==> config.mk <==
export PLATFORM = sky130hd
export DESIGN_NAME = prn_regs
export DESIGN_NICKNAME = d
export VERILOG_FILES = /design/src/prn_pkg.sv /design/src/prn_regs.sv
export VERILOG_INCLUDE_DIRS = /design/src
export SDC_FILE = /design/constraint.sdc
export NUM_CORES = 1
export LEC_CHECK = 0
export BUFFER_PORTS_ARGS = -buffer_cell sky130_fd_sc_hd__buf_2
export CAP_MARGIN = 40
export CORE_MARGIN = 5
export CORE_UTILIZATION = 40
export CTS_CLUSTER_DIAMETER = 120
export DETAILED_ROUTE_END_ITERATION = 8
export SLEW_MARGIN = 15
export SYNTH_ARGS = -nofsm -noshare
export SYNTH_HDL_FRONTEND = slang
export SYNTH_SLANG_ARGS = --single-unit
==> constraint.sdc <==
create_clock -name clk -period 2.9 [get_ports clk]
set_input_delay 0.145 -clock clk [delete_from_list [all_inputs] [get_ports clk]]
set_output_delay 0.145 -clock clk [all_outputs]
set_load 0.01 [all_outputs]
==> src/prn_consts.svh <==
// Register offsets, field positions, reset values and timing counts for the paged register bank.
// Assumes a byte-wide host register port with 11-bit byte addresses.
`ifndef PRN_CONSTS_SVH
`define PRN_CONSTS_SVH
`define PRN_ADDR_ACCESS_CTRL   11'h2fe
`define PRN_ADDR_BANK_PTR      11'h2ff
`define PRN_ADDR_DF_BASE       11'h300
`define PRN_ADDR_DF_LAST       11'h304
`define PRN_ADDR_DF_CTRL       11'h305
`define PRN_BIT_LOCK           7
`define PRN_BIT_STATUS         0
`define PRN_BIT_READ_REQ       4
`define PRN_RST_ACCESS_CTRL    8'h00
`define PRN_RST_BANK_PTR       8'h00
`define PRN_RST_DF             40'h0000000000
`define PRN_RST_DF_CTRL        8'h00
`define PRN_CLK_MHZ            100
`define PRN_DF_GAP_US          600
`define PRN_DF_GAP_CYC         (`PRN_DF_GAP_US * `PRN_CLK_MHZ)
`define PRN_PAGE_BYTES         128
`endif

==> src/prn_pkg.sv <==
// Types shared by the paged register bank.
// Assumes prn_consts.svh gives the numeric constants.
package prn_pkg;
   // Readback handshake states
   typedef enum logic [1:0] {
      PRN_RB_IDLE = 2'b00,  // No readback pending
      PRN_RB_WAIT = 2'b01   // Waiting for the loop to return the offset
   } prn_rb_state_t;
endpackage

==> src/prn_regs.sv <==
// Host register bank: access lock and status, SPI page pointer, NCO delta-frequency offset.
// Assumes one-cycle host read/write strobes on clk; the loop core supplies mode and readback data.
// Host strobes and loop-core signals come from logic on clk, so nothing here is synchronised.
// Offset bytes are written one at a time and reach the synthesizers as each one lands.
// Limitation: writing all five offset bytes back to back raises the early-write flag.
// Status reports only the most recent access; read it straight after the access of interest.
// The loop core must hold rb_value valid in the cycle it pulses rb_done.
`include "prn_consts.svh"
module prn_regs #(
   parameter int unsigned DF_GAP_CYC = `PRN_DF_GAP_CYC  // Least cycles between offset writes
) (
   // Clock and reset
   input  wire logic        clk,
   input  wire logic        sys_rst,
   // Host register port
   input  wire logic [10:0] host_addr,
   input  wire logic        host_wr,
   input  wire logic        host_rd,
   input  wire logic [7:0]  host_wdata,
   output logic      [7:0]  host_rdata,
   output logic             host_rvalid,
   // Loop core side
   input  wire logic        nco_mode,
   input  wire logic        rb_done,
   input  wire logic [39:0] rb_value,
   output logic      [39:0] nco_delta_frequency_0,
   output logic             nco_delta_valid,
   output logic             rb_request,
   // Page routing
   output logic      [7:0]  spi_page,
   output logic             spi_page_reserved,
   output logic             df_write_early
);
   // Register state
   // Every host-visible bit lives in a _q flip-flop; the matching _d is its next value.
   // Outputs are driven straight from these flip-flops so the loop core sees no glitches.
   logic                  lock_q,    lock_d;     // Write-lock bit
   logic                  status_q,  status_d;   // Access-failure bit
   logic [7:0]            page_q,    page_d;     // Page pointer
   logic [39:0]           df_q,      df_d;       // Delta frequency offset
   logic                  rbreq_q,   rbreq_d;    // Readback request bit
   logic [7:0]            rdata_q,   rdata_d;    // Read data
   logic                  rvalid_q,  rvalid_d;   // Read data valid
   logic                  pres_q,    pres_d;     // Reserved page flag
   logic                  early_q,   early_d;    // Offset write too soon flag
   logic                  dvalid_q,  dvalid_d;   // Offset valid in NCO mode
   logic [31:0]           gap_q,     gap_d;      // Cycles since last offset write
   prn_pkg::prn_rb_state_t rb_q,     rb_d;       // Readback state
   logic                  in_df;                 // Address lies in offset bytes
   logic [2:0]            df_idx;                // Offset byte index
   logic                  fail;                  // Attempted access failed

   // Offset byte window decode; byte 0 holds bits 7:0, byte 4 bits 39:32
   // The cast keeps only the lane number; it is used only while in_df is high
   assign in_df  = (host_addr >= `PRN_ADDR_DF_BASE) && (host_addr <= `PRN_ADDR_DF_LAST);
   assign df_idx = 3'(host_addr - `PRN_ADDR_DF_BASE);

   // Page pointer is reserved at 0x07, 0x09 and 0x0e upward
   // Reserved pages are still stored; only the flag warns the page router
   function automatic logic page_bad(input logic [7:0] p);
      page_bad = (p == 8'h07) || (p == 8'h09) || (p >= 8'h0e);
   endfunction

   // Next-state logic for all host registers
   // Defaults hold every register except rvalid (clears), dvalid (follows nco_mode), the gap counter (counts) and pres (set from page_d);
   // strobes and the readback answer then override.
   // The gap counter saturates so it never wraps into a false short gap.
   always_comb begin
      lock_d   = lock_q;
      status_d = status_q;
      page_d   = page_q;
      df_d     = df_q;
      rbreq_d  = rbreq_q;
      rb_d     = rb_q;
      rdata_d  = rdata_q;
      rvalid_d = 1'b0;
      early_d  = early_q;
      dvalid_d = nco_mode;
      fail     = 1'b0;
      // Cycles since the last offset byte write, saturating
      gap_d    = (gap_q < DF_GAP_CYC) ? gap_q + 32'h1 : gap_q;
      // Host writes
      if (host_wr) begin
         if (host_addr == `PRN_ADDR_ACCESS_CTRL) begin
            // Lock bit itself stays writable so the lock can be released
            // Status is not writable; it only reports the outcome of each access
            lock_d = host_wdata[`PRN_BIT_LOCK];
         end else if (lock_q) begin
            // Locked: every other register keeps its value
            fail = 1'b1;
         end else if (host_addr == `PRN_ADDR_BANK_PTR) begin
            // Any value is stored; reserved ones only raise the flag
            page_d = host_wdata;
         end else if (in_df) begin
            // A pending readback owns the offset; a host write would race it
            if (rbreq_q) begin
               fail = 1'b1;
            end else begin
               df_d[df_idx*8 +: 8] = host_wdata;
               // Early writes are still taken; the sticky flag tells software
               if (gap_q < DF_GAP_CYC) begin
                  early_d = 1'b1;
               end
               gap_d = 32'h0;
            end
         end else if (host_addr == `PRN_ADDR_DF_CTRL) begin
            // Only the host may set the request; a repeat while pending is ignored
            if (host_wdata[`PRN_BIT_READ_REQ] && !rbreq_q) begin
               rbreq_d = 1'b1;
               rb_d    = prn_pkg::PRN_RB_WAIT;
            end
         end else begin
            // Unmapped address: nothing is stored
            fail = 1'b1;
         end
      end
      // Host reads
      // Read data is registered, so it appears one cycle after the strobe
      if (host_rd) begin
         rvalid_d = 1'b1;
         if (host_addr == `PRN_ADDR_ACCESS_CTRL) begin
            // Reserved bits read as zero
            rdata_d = {lock_q, 6'h00, status_q};
         end else if (host_addr == `PRN_ADDR_BANK_PTR) begin
            // Page pointer reads back as written
            rdata_d = page_q;
         end else if (in_df) begin
            // One offset byte per address
            rdata_d = df_q[df_idx*8 +: 8];
         end else if (host_addr == `PRN_ADDR_DF_CTRL) begin
            // Only the request bit is modelled; the rest read as zero
            rdata_d = {3'h0, rbreq_q, 4'h0};
         end else begin
            // Unmapped address reads as zero and counts as a failed access
            rdata_d = 8'h00;
            fail    = 1'b1;
         end
      end
      // Readback completion: device loads offset and clears request on the same edge
      // The request bit stays high until the value is in place, so a host
      // that polls for zero always reads the returned offset afterwards.
      // The returned value replaces all five bytes at once.
      case (rb_q)
         prn_pkg::PRN_RB_WAIT: begin
            if (rb_done) begin
               df_d    = rb_value;
               rbreq_d = 1'b0;
               rb_d    = prn_pkg::PRN_RB_IDLE;
            end
         end
         default: rb_d = rb_d;
      endcase
      // Every access records its own outcome in the status bit
      // A failure in either strobe of the cycle wins over a success
      if (host_wr || host_rd) begin
         status_d = fail;
      end
      // Flag follows the pointer's next value so both change on one edge
      pres_d = page_bad(page_d);
   end

   // Register update
   // Synchronous reset: every register returns to its documented default
   // The gap counter starts saturated so the first offset write is never early
   // dvalid follows nco_mode one cycle late, like every other output
   always_ff @(posedge clk) begin
      if (sys_rst) begin
         lock_q   <= 1'b0;
         status_q <= 1'b0;
         page_q   <= `PRN_RST_BANK_PTR;
         df_q     <= `PRN_RST_DF;
         rbreq_q  <= 1'b0;
         rb_q     <= prn_pkg::PRN_RB_IDLE;
         rdata_q  <= 8'h00;
         rvalid_q <= 1'b0;
         pres_q   <= 1'b0;
         early_q  <= 1'b0;
         dvalid_q <= 1'b0;
         gap_q    <= DF_GAP_CYC;
      end else begin
         lock_q   <= lock_d;
         status_q <= status_d;
         page_q   <= page_d;
         df_q     <= df_d;
         rbreq_q  <= rbreq_d;
         rb_q     <= rb_d;
         rdata_q  <= rdata_d;
         rvalid_q <= rvalid_d;
         pres_q   <= pres_d;
         early_q  <= early_d;
         gap_q    <= gap_d;
         dvalid_q <= dvalid_d;
      end
   end

   // Outputs straight from flip-flops
   // The synthesizers apply f = nominal*(1 - X/2^40) to the offset while
   // nco_delta_valid is high; a negative X raises the output frequency.
   // A stale offset stays on the port when the mode drops; only the valid bit follows.
   assign host_rdata            = rdata_q;
   assign host_rvalid           = rvalid_q;
   assign nco_delta_frequency_0 = df_q;
   assign nco_delta_valid       = dvalid_q;
   assign rb_request            = rbreq_q;
   assign spi_page              = page_q;
   assign spi_page_reserved     = pres_q;
   assign df_write_early        = early_q;
endmodule // prn_regs

Yosys cells after proc, flatten, opt, wreduce, memory -nomap -nowiden. Index checks and enable logic that the tools add are counted.

Logic and storage cells: 95. Register bits after elaboration: 97. Output and inout bits: 61.

Magnitude comparators: 4. Reductions and logical operators: 8. Multiplexer cells: 55. Bitwise operators: 4. Add/subtract/negate cells: 3. Shifts and indexed selects: 3. Equality and inequality tests: 6.

Operator list (count): 40-bit two-way mux (8); 32-bit two-way mux (7); 8-bit two-way mux (7); 40-bit bitwise mux (1); 8-bit by 34-bit variable shift with 40-bit output, first input constant (1); 40-bit by 7-bit variable part select with 8-bit output (1); 8-bit by 34-bit variable part select with 40-bit output (1); 6-bit negator with 34-bit output (1); 11-bit by 10-bit equality test with 1-bit output, second input constant (3); 32-bit by 1-bit adder with 32-bit output, second input constant (1); 32-bit by 16-bit less-than comparator with 1-bit output, second input constant (1); 1-bit two-way mux (22); 2-bit two-way mux (9); 11-bit by 10-bit >= comparator with 1-bit output, second input constant (1); 11-bit by 10-bit <= comparator with 1-bit output, second input constant (1); 8-bit by 3-bit equality test with 1-bit output, second input constant (1); 8-bit by 4-bit equality test with 1-bit output, second input constant (1); 8-bit by 4-bit >= comparator with 1-bit output, second input constant (1); 7-bit AND reduction (1); 5-bit two-way mux (1); 1-bit inverter (4); 1-bit logical OR (3); 3-bit by 1-bit subtractor with 3-bit output, second input constant (1); 2-bit by 1-bit equality test with 1-bit output, second input constant (1); 3 further kinds (4).

Longest topological paths before layout.
Depth in word-level cells: 12. Depth in mapped cells: 10.

Worst setup path before layout. Ideal clock, no wire load.

Kind: input-to-reg. Start: input host_addr[0]. End: register df_q[24], in the netlist nco_delta_frequency_0[24]. Stages on the path: 9. Required time: 2.809 ns. Data arrival time: 2.270 ns. Path buffers: 2. Setup slack: 0.539 ns. Cell sequence: buf_4 > buf_1 > inv_1 > ha_1 > ha_1 > nor2b_1 > nand3_4 > or3_1 > a311oi_1.

Word-level cells in the longest chain between the ends: 12. Elaborated cells between the ends (all ways): 18. Those cells by class: add/sub: 2; order compare: 2; eq/ne: 2; shift: 2; mux: 9; reduce/logical: 1.

RTL lines: start, declared (line prn_regs.sv:16) `input wire logic [10:0] host_addr,`; 3-bit by 1-bit subtractor with 3-bit output (no line); 6-bit negator with 34-bit output (line prn_regs.sv:99) `df_d[df_idx*8 +: 8] = host_wdata;`; 8-bit by 34-bit variable part select with 40-bit output / 8-bit by 34-bit variable shift with 40-bit output (equally long branches) (line prn_regs.sv:99); 40-bit bitwise mux (line prn_regs.sv:99); 40-bit two-way mux (line prn_regs.sv:96) `if (rbreq_q) begin`; 40-bit two-way mux (line prn_regs.sv:94) `end else if (in_df) begin`; 40-bit two-way mux (line prn_regs.sv:91) `` end else if (host_addr == `PRN_ADDR_BANK_PTR) begin ``; 40-bit two-way mux (line prn_regs.sv:88) `end else if (lock_q) begin`; 40-bit two-way mux * (line prn_regs.sv:84) `` if (host_addr == `PRN_ADDR_ACCESS_CTRL) begin ``; 40-bit two-way mux * (line prn_regs.sv:83) `if (host_wr) begin`; 40-bit two-way mux (line prn_regs.sv:145) `if (rb_done) begin`; 40-bit two-way mux * (line prn_regs.sv:143) `case (rb_q)`; end signal, assigned (line prn_regs.sv:171) `` df_q <= `PRN_RST_DF; ``; end, declared (line prn_regs.sv:40) `logic [39:0] df_q, df_d;`.

Mark *: on every way between the ends. The rest lies on a longest branch, timed or not. A chain may end at the register's enable or synchronous reset.

Final worst setup path.
Start: register lock_q. End: register df_q[2], in the netlist nco_delta_frequency_0[2].

Word-level cells in the longest chain between the ends: 5.

RTL lines: start, declared (line prn_regs.sv:37) `logic lock_q, lock_d;`; start signal, assigned (line prn_regs.sv:181) `lock_q <= lock_d;`; 40-bit two-way mux * (line prn_regs.sv:88); 40-bit two-way mux * (line prn_regs.sv:84); 40-bit two-way mux * (line prn_regs.sv:83); 40-bit two-way mux (line prn_regs.sv:145); 40-bit two-way mux * (line prn_regs.sv:143).

Marked as above.

==> flow_metrics.py <==
metrics = {
    "detailed_routing": {
        "dr.pass1.iters": 5,
        "drc": 0,
        "detail_route.wl_per_cell_um": 18.2,
        "ant_nets": 0,
        "via_per_inst": 5.72,
        "wl_um": 14500,
        "vias": 4571,
        "drt_iter0_drc": 348,
    },
    "critical_path": {
        "r2r-start": "lock_q",
        "crit_required_ps": 3090,
        "crit_type": "flip-flop to flip-flop",
        "worstPathArrival_ps": 2410,
        "worstSetupEndpointType": "flip-flop",
        "crit_path_start_kind": "flip-flop",
        "setup.worst_path.start": "lock_q",
        "path_max_fanout": 11,
    },
    "global_routing": {
        "overflow": 0,
        "grt_usage_pct": 20.4,
        "grt_pass1_wl_um": 23600,
        "grt_max_degree": 60,
        "grt_pass1_vias": 4499,
        "antenna_found_initial": 0,
    },
    "sta": {
        "tns_ps": 0,
        "fin_hold_ws_ps": 19.2,
        "fin_crit_sh_pct": 76.5,
        "layout_min_cycle_time_ps": 2220,
        "maxSlewViolCount": 0,
        "clock-skew-final_ps": 6.43,
        "clock.fmax_mhz": 451,
        "tightest_slew_ps": 841,
        "rsz0062_at_grt": "no",
        "final_hold_viol_count": 0,
        "relSlewSlack_pct": 43.9,
        "setup_viol": 0,
    },
    "synth": {
        "synth_top_area_cell": "dfxtp_1",
        "async_flop_share_pct": 0,
        "synth_seq_area_share_pct": 40.8,
        "synthFlopType": "dfxtp_1",
        "yosysTopAreaCellShare_pct": 40.8,
        "synth_cell_types": 57,
        "syn_nets": 613,
        "synthTopCellsByArea": "dfxtp_1 (41%), mux2i_1 (5.9%), a211oi_1 (5.8%), nor2_1 (5.5%), a21oi_1 (4.0%)",
        "yosys_warnings": 0,
        "synth_edf_count": 0,
        "synth_area_mm2": 0.00476,
        "netlist_instances": 542,
        "synth-seq-cells": 97,
        "avgSynthCellArea_um2": 8.78,
    },
    "die": {
        "dieWidth_um": 119,
        "start_util_pct": 41.3,
        "die_area_mm2": 0.0142,
        "core_mm2": 0.0115,
        "top_level_ports": 126,
        "dieHeight_um": 119,
        "fp-row-count": 39,
    },
    "pwr": {
        "power_leakage_nw": 2.30,
        "p_per_area_mw_per_mm2": 456,
        "finalPower_w": 0.00262,
        "peakVddDrop_mv": 0.221,
    },
    "placement": {
        "placement.io_buffers": 125,
        "gp_congestion": 0.861,
        "hpwl_um": 10900,
        "placed_cells": 784,
    },
    "clock_network": {
        "cts.path.max_buffers": 2,
        "cts_hold_buf": 0,
        "tritoncts": "done",
        "numCtsBuffers": 9,
        "clockRootBuffer": "clkbuf_16",
        "post-cts-setup-buffer-count": 0,
        "clock_latency_ps": 340,
        "htree_levels": 3,
        "cts-resized-gates": 0,
        "path_clk_slew_ps": 70,
        "clock-sinks": 97,
    },
    "worst_hold_path": {
        "hp-class": "input pin to flip-flop",
        "holdCritStartpoint": "nco_mode",
    },
    "cells_and_area": {
        "final_nets": 723,
        "n_antenna_cell": 0,
        "layout.cells.non_filler": 799,
        "drive_above_1_share_pct": 25.0,
        "final_util_pct": 49.9,
        "areaGrowthSynthToFinish_pct": 20.8,
        "num-fill-cells": 1128,
    },
    "status": {
        "status": "finished, final reports clean",
    },
    "flow_run": {
        "cap_violations": 0,
    },
}
[final timing paths]
| kind | to | slack, ps | depth (start not counted) |
|---|---|---|---|
| max | nco_delta_frequency_0[2] | 680 | 6 |
| min | nco_delta_valid | 20 | 2 |
| max reg2reg | nco_delta_frequency_0[2] | 680 | 6 |
| min reg2reg | gap_q[16] | 460 | 1 |
[per-stage QoR]
step	setup WS, ps	area (µm²)
finish	682	5750
global route	527	5750
CTS	664	5750
detailed placement	558	5470
global placement	635	5460
floorplan	539	4760
[cell usage in the layout (no fill, tap or decap), types with 5 or more instances in the layout]
cell type | netlist | routed
buf_2 | 7 | 125
dfxtp_1 | 97 | 97
nor2_1 | 70 | 70
nand2_1 | 41 | 41
a21oi_1 | 38 | 38
a211oi_1 | 37 | 37
nand3_1 | 32 | 32
mux2i_1 | 28 | 28
and2_1 | 19 | 19
o21ai_0 | 12 | 12
inv_1 | 9 | 9
clkbuf_16 | 0 | 9
nor4_1 | 8 | 8
and3_1 | 8 | 8
or3_1 | 8 | 8
a31oi_1 | 7 | 7
nor3_1 | 7 | 7
mux4_2 | 7 | 7
buf_4 | 1 | 7
nand4_1 | 6 | 6
or4_1 | 6 | 6
a221o_1 | 6 | 6
ha_1 | 6 | 6
and4_1 | 5 | 5
nand2b_1 | 5 | 5
[worst max-delay path, stage by stage (launching register included)]
cell      delay [ps]
dfxtp_1          350
nor3b_2          320
and4_1           540
and4_1           350
buf_4            210
mux2i_1          210
a211oi_1          90
[metal layers]
metal  vias up  GRT usage [%]  part of all wire [%]
met2       168           31.5                    45
met1      2179           28.4                    46
li1       2206              -                     -
met4         0           6.08                   1.3
met5         -              0                     0
met3        18           4.83                   7.6
[kinds of logic after synthesis]
logic type	share of synthesized area (%)
xor+xnor	0.368
fa+ha+maj	1.58
compound gates	16.9
flops	40.8
simple gates	27.0
mux	9.21
buf+inv	4.05
[power breakdown]
part           leakage, nW  internal (W)  switching (W)
sequential           0.782       0.00133     0.00000115
combinational         1.40     0.0000608       0.000115
clock                0.120      0.000601       0.000509
[cell usage after synthesis, types with 8 or more instances]
master    instances
nand2_1          41
nand3_1          32
dfxtp_1          97
a211oi_1         37
or3_1             8
and3_1            8
a21oi_1          38
nor2_1           70
inv_1             9
and2_1           19
o21ai_0          12
clkbuf_1         21
nor4_1            8
mux2i_1          28
[registers in the layout, indices dropped and copies added, names as in the netlist]
| register | count |
|---|---|
| df_write_early | 1 |
| host_rdata | 8 |
| spi_page_reserved | 1 |
| host_rvalid | 1 |
| nco_delta_frequency_0 | 40 |
| nco_delta_valid | 1 |
| rb_q | 2 |
| rb_request | 1 |
| spi_page | 8 |
| lock_q | 1 |
| gap_q | 32 |
| status_q | 1 |
[area by class of cell]
type	count	area [µm²]	share of cell area (%)
Sequential cell	97	1940	33.8
Multi-Input combinational cell	401	2620	45.6
Clock buffer	11	243	4.22
Tap cell	143	179	3.11
Inverter	10	37.5	0.653
Timing Repair Buffer	133	693	12.1
Clock inverter	4	30.0	0.523
Power figures use the tool's default switching activity.
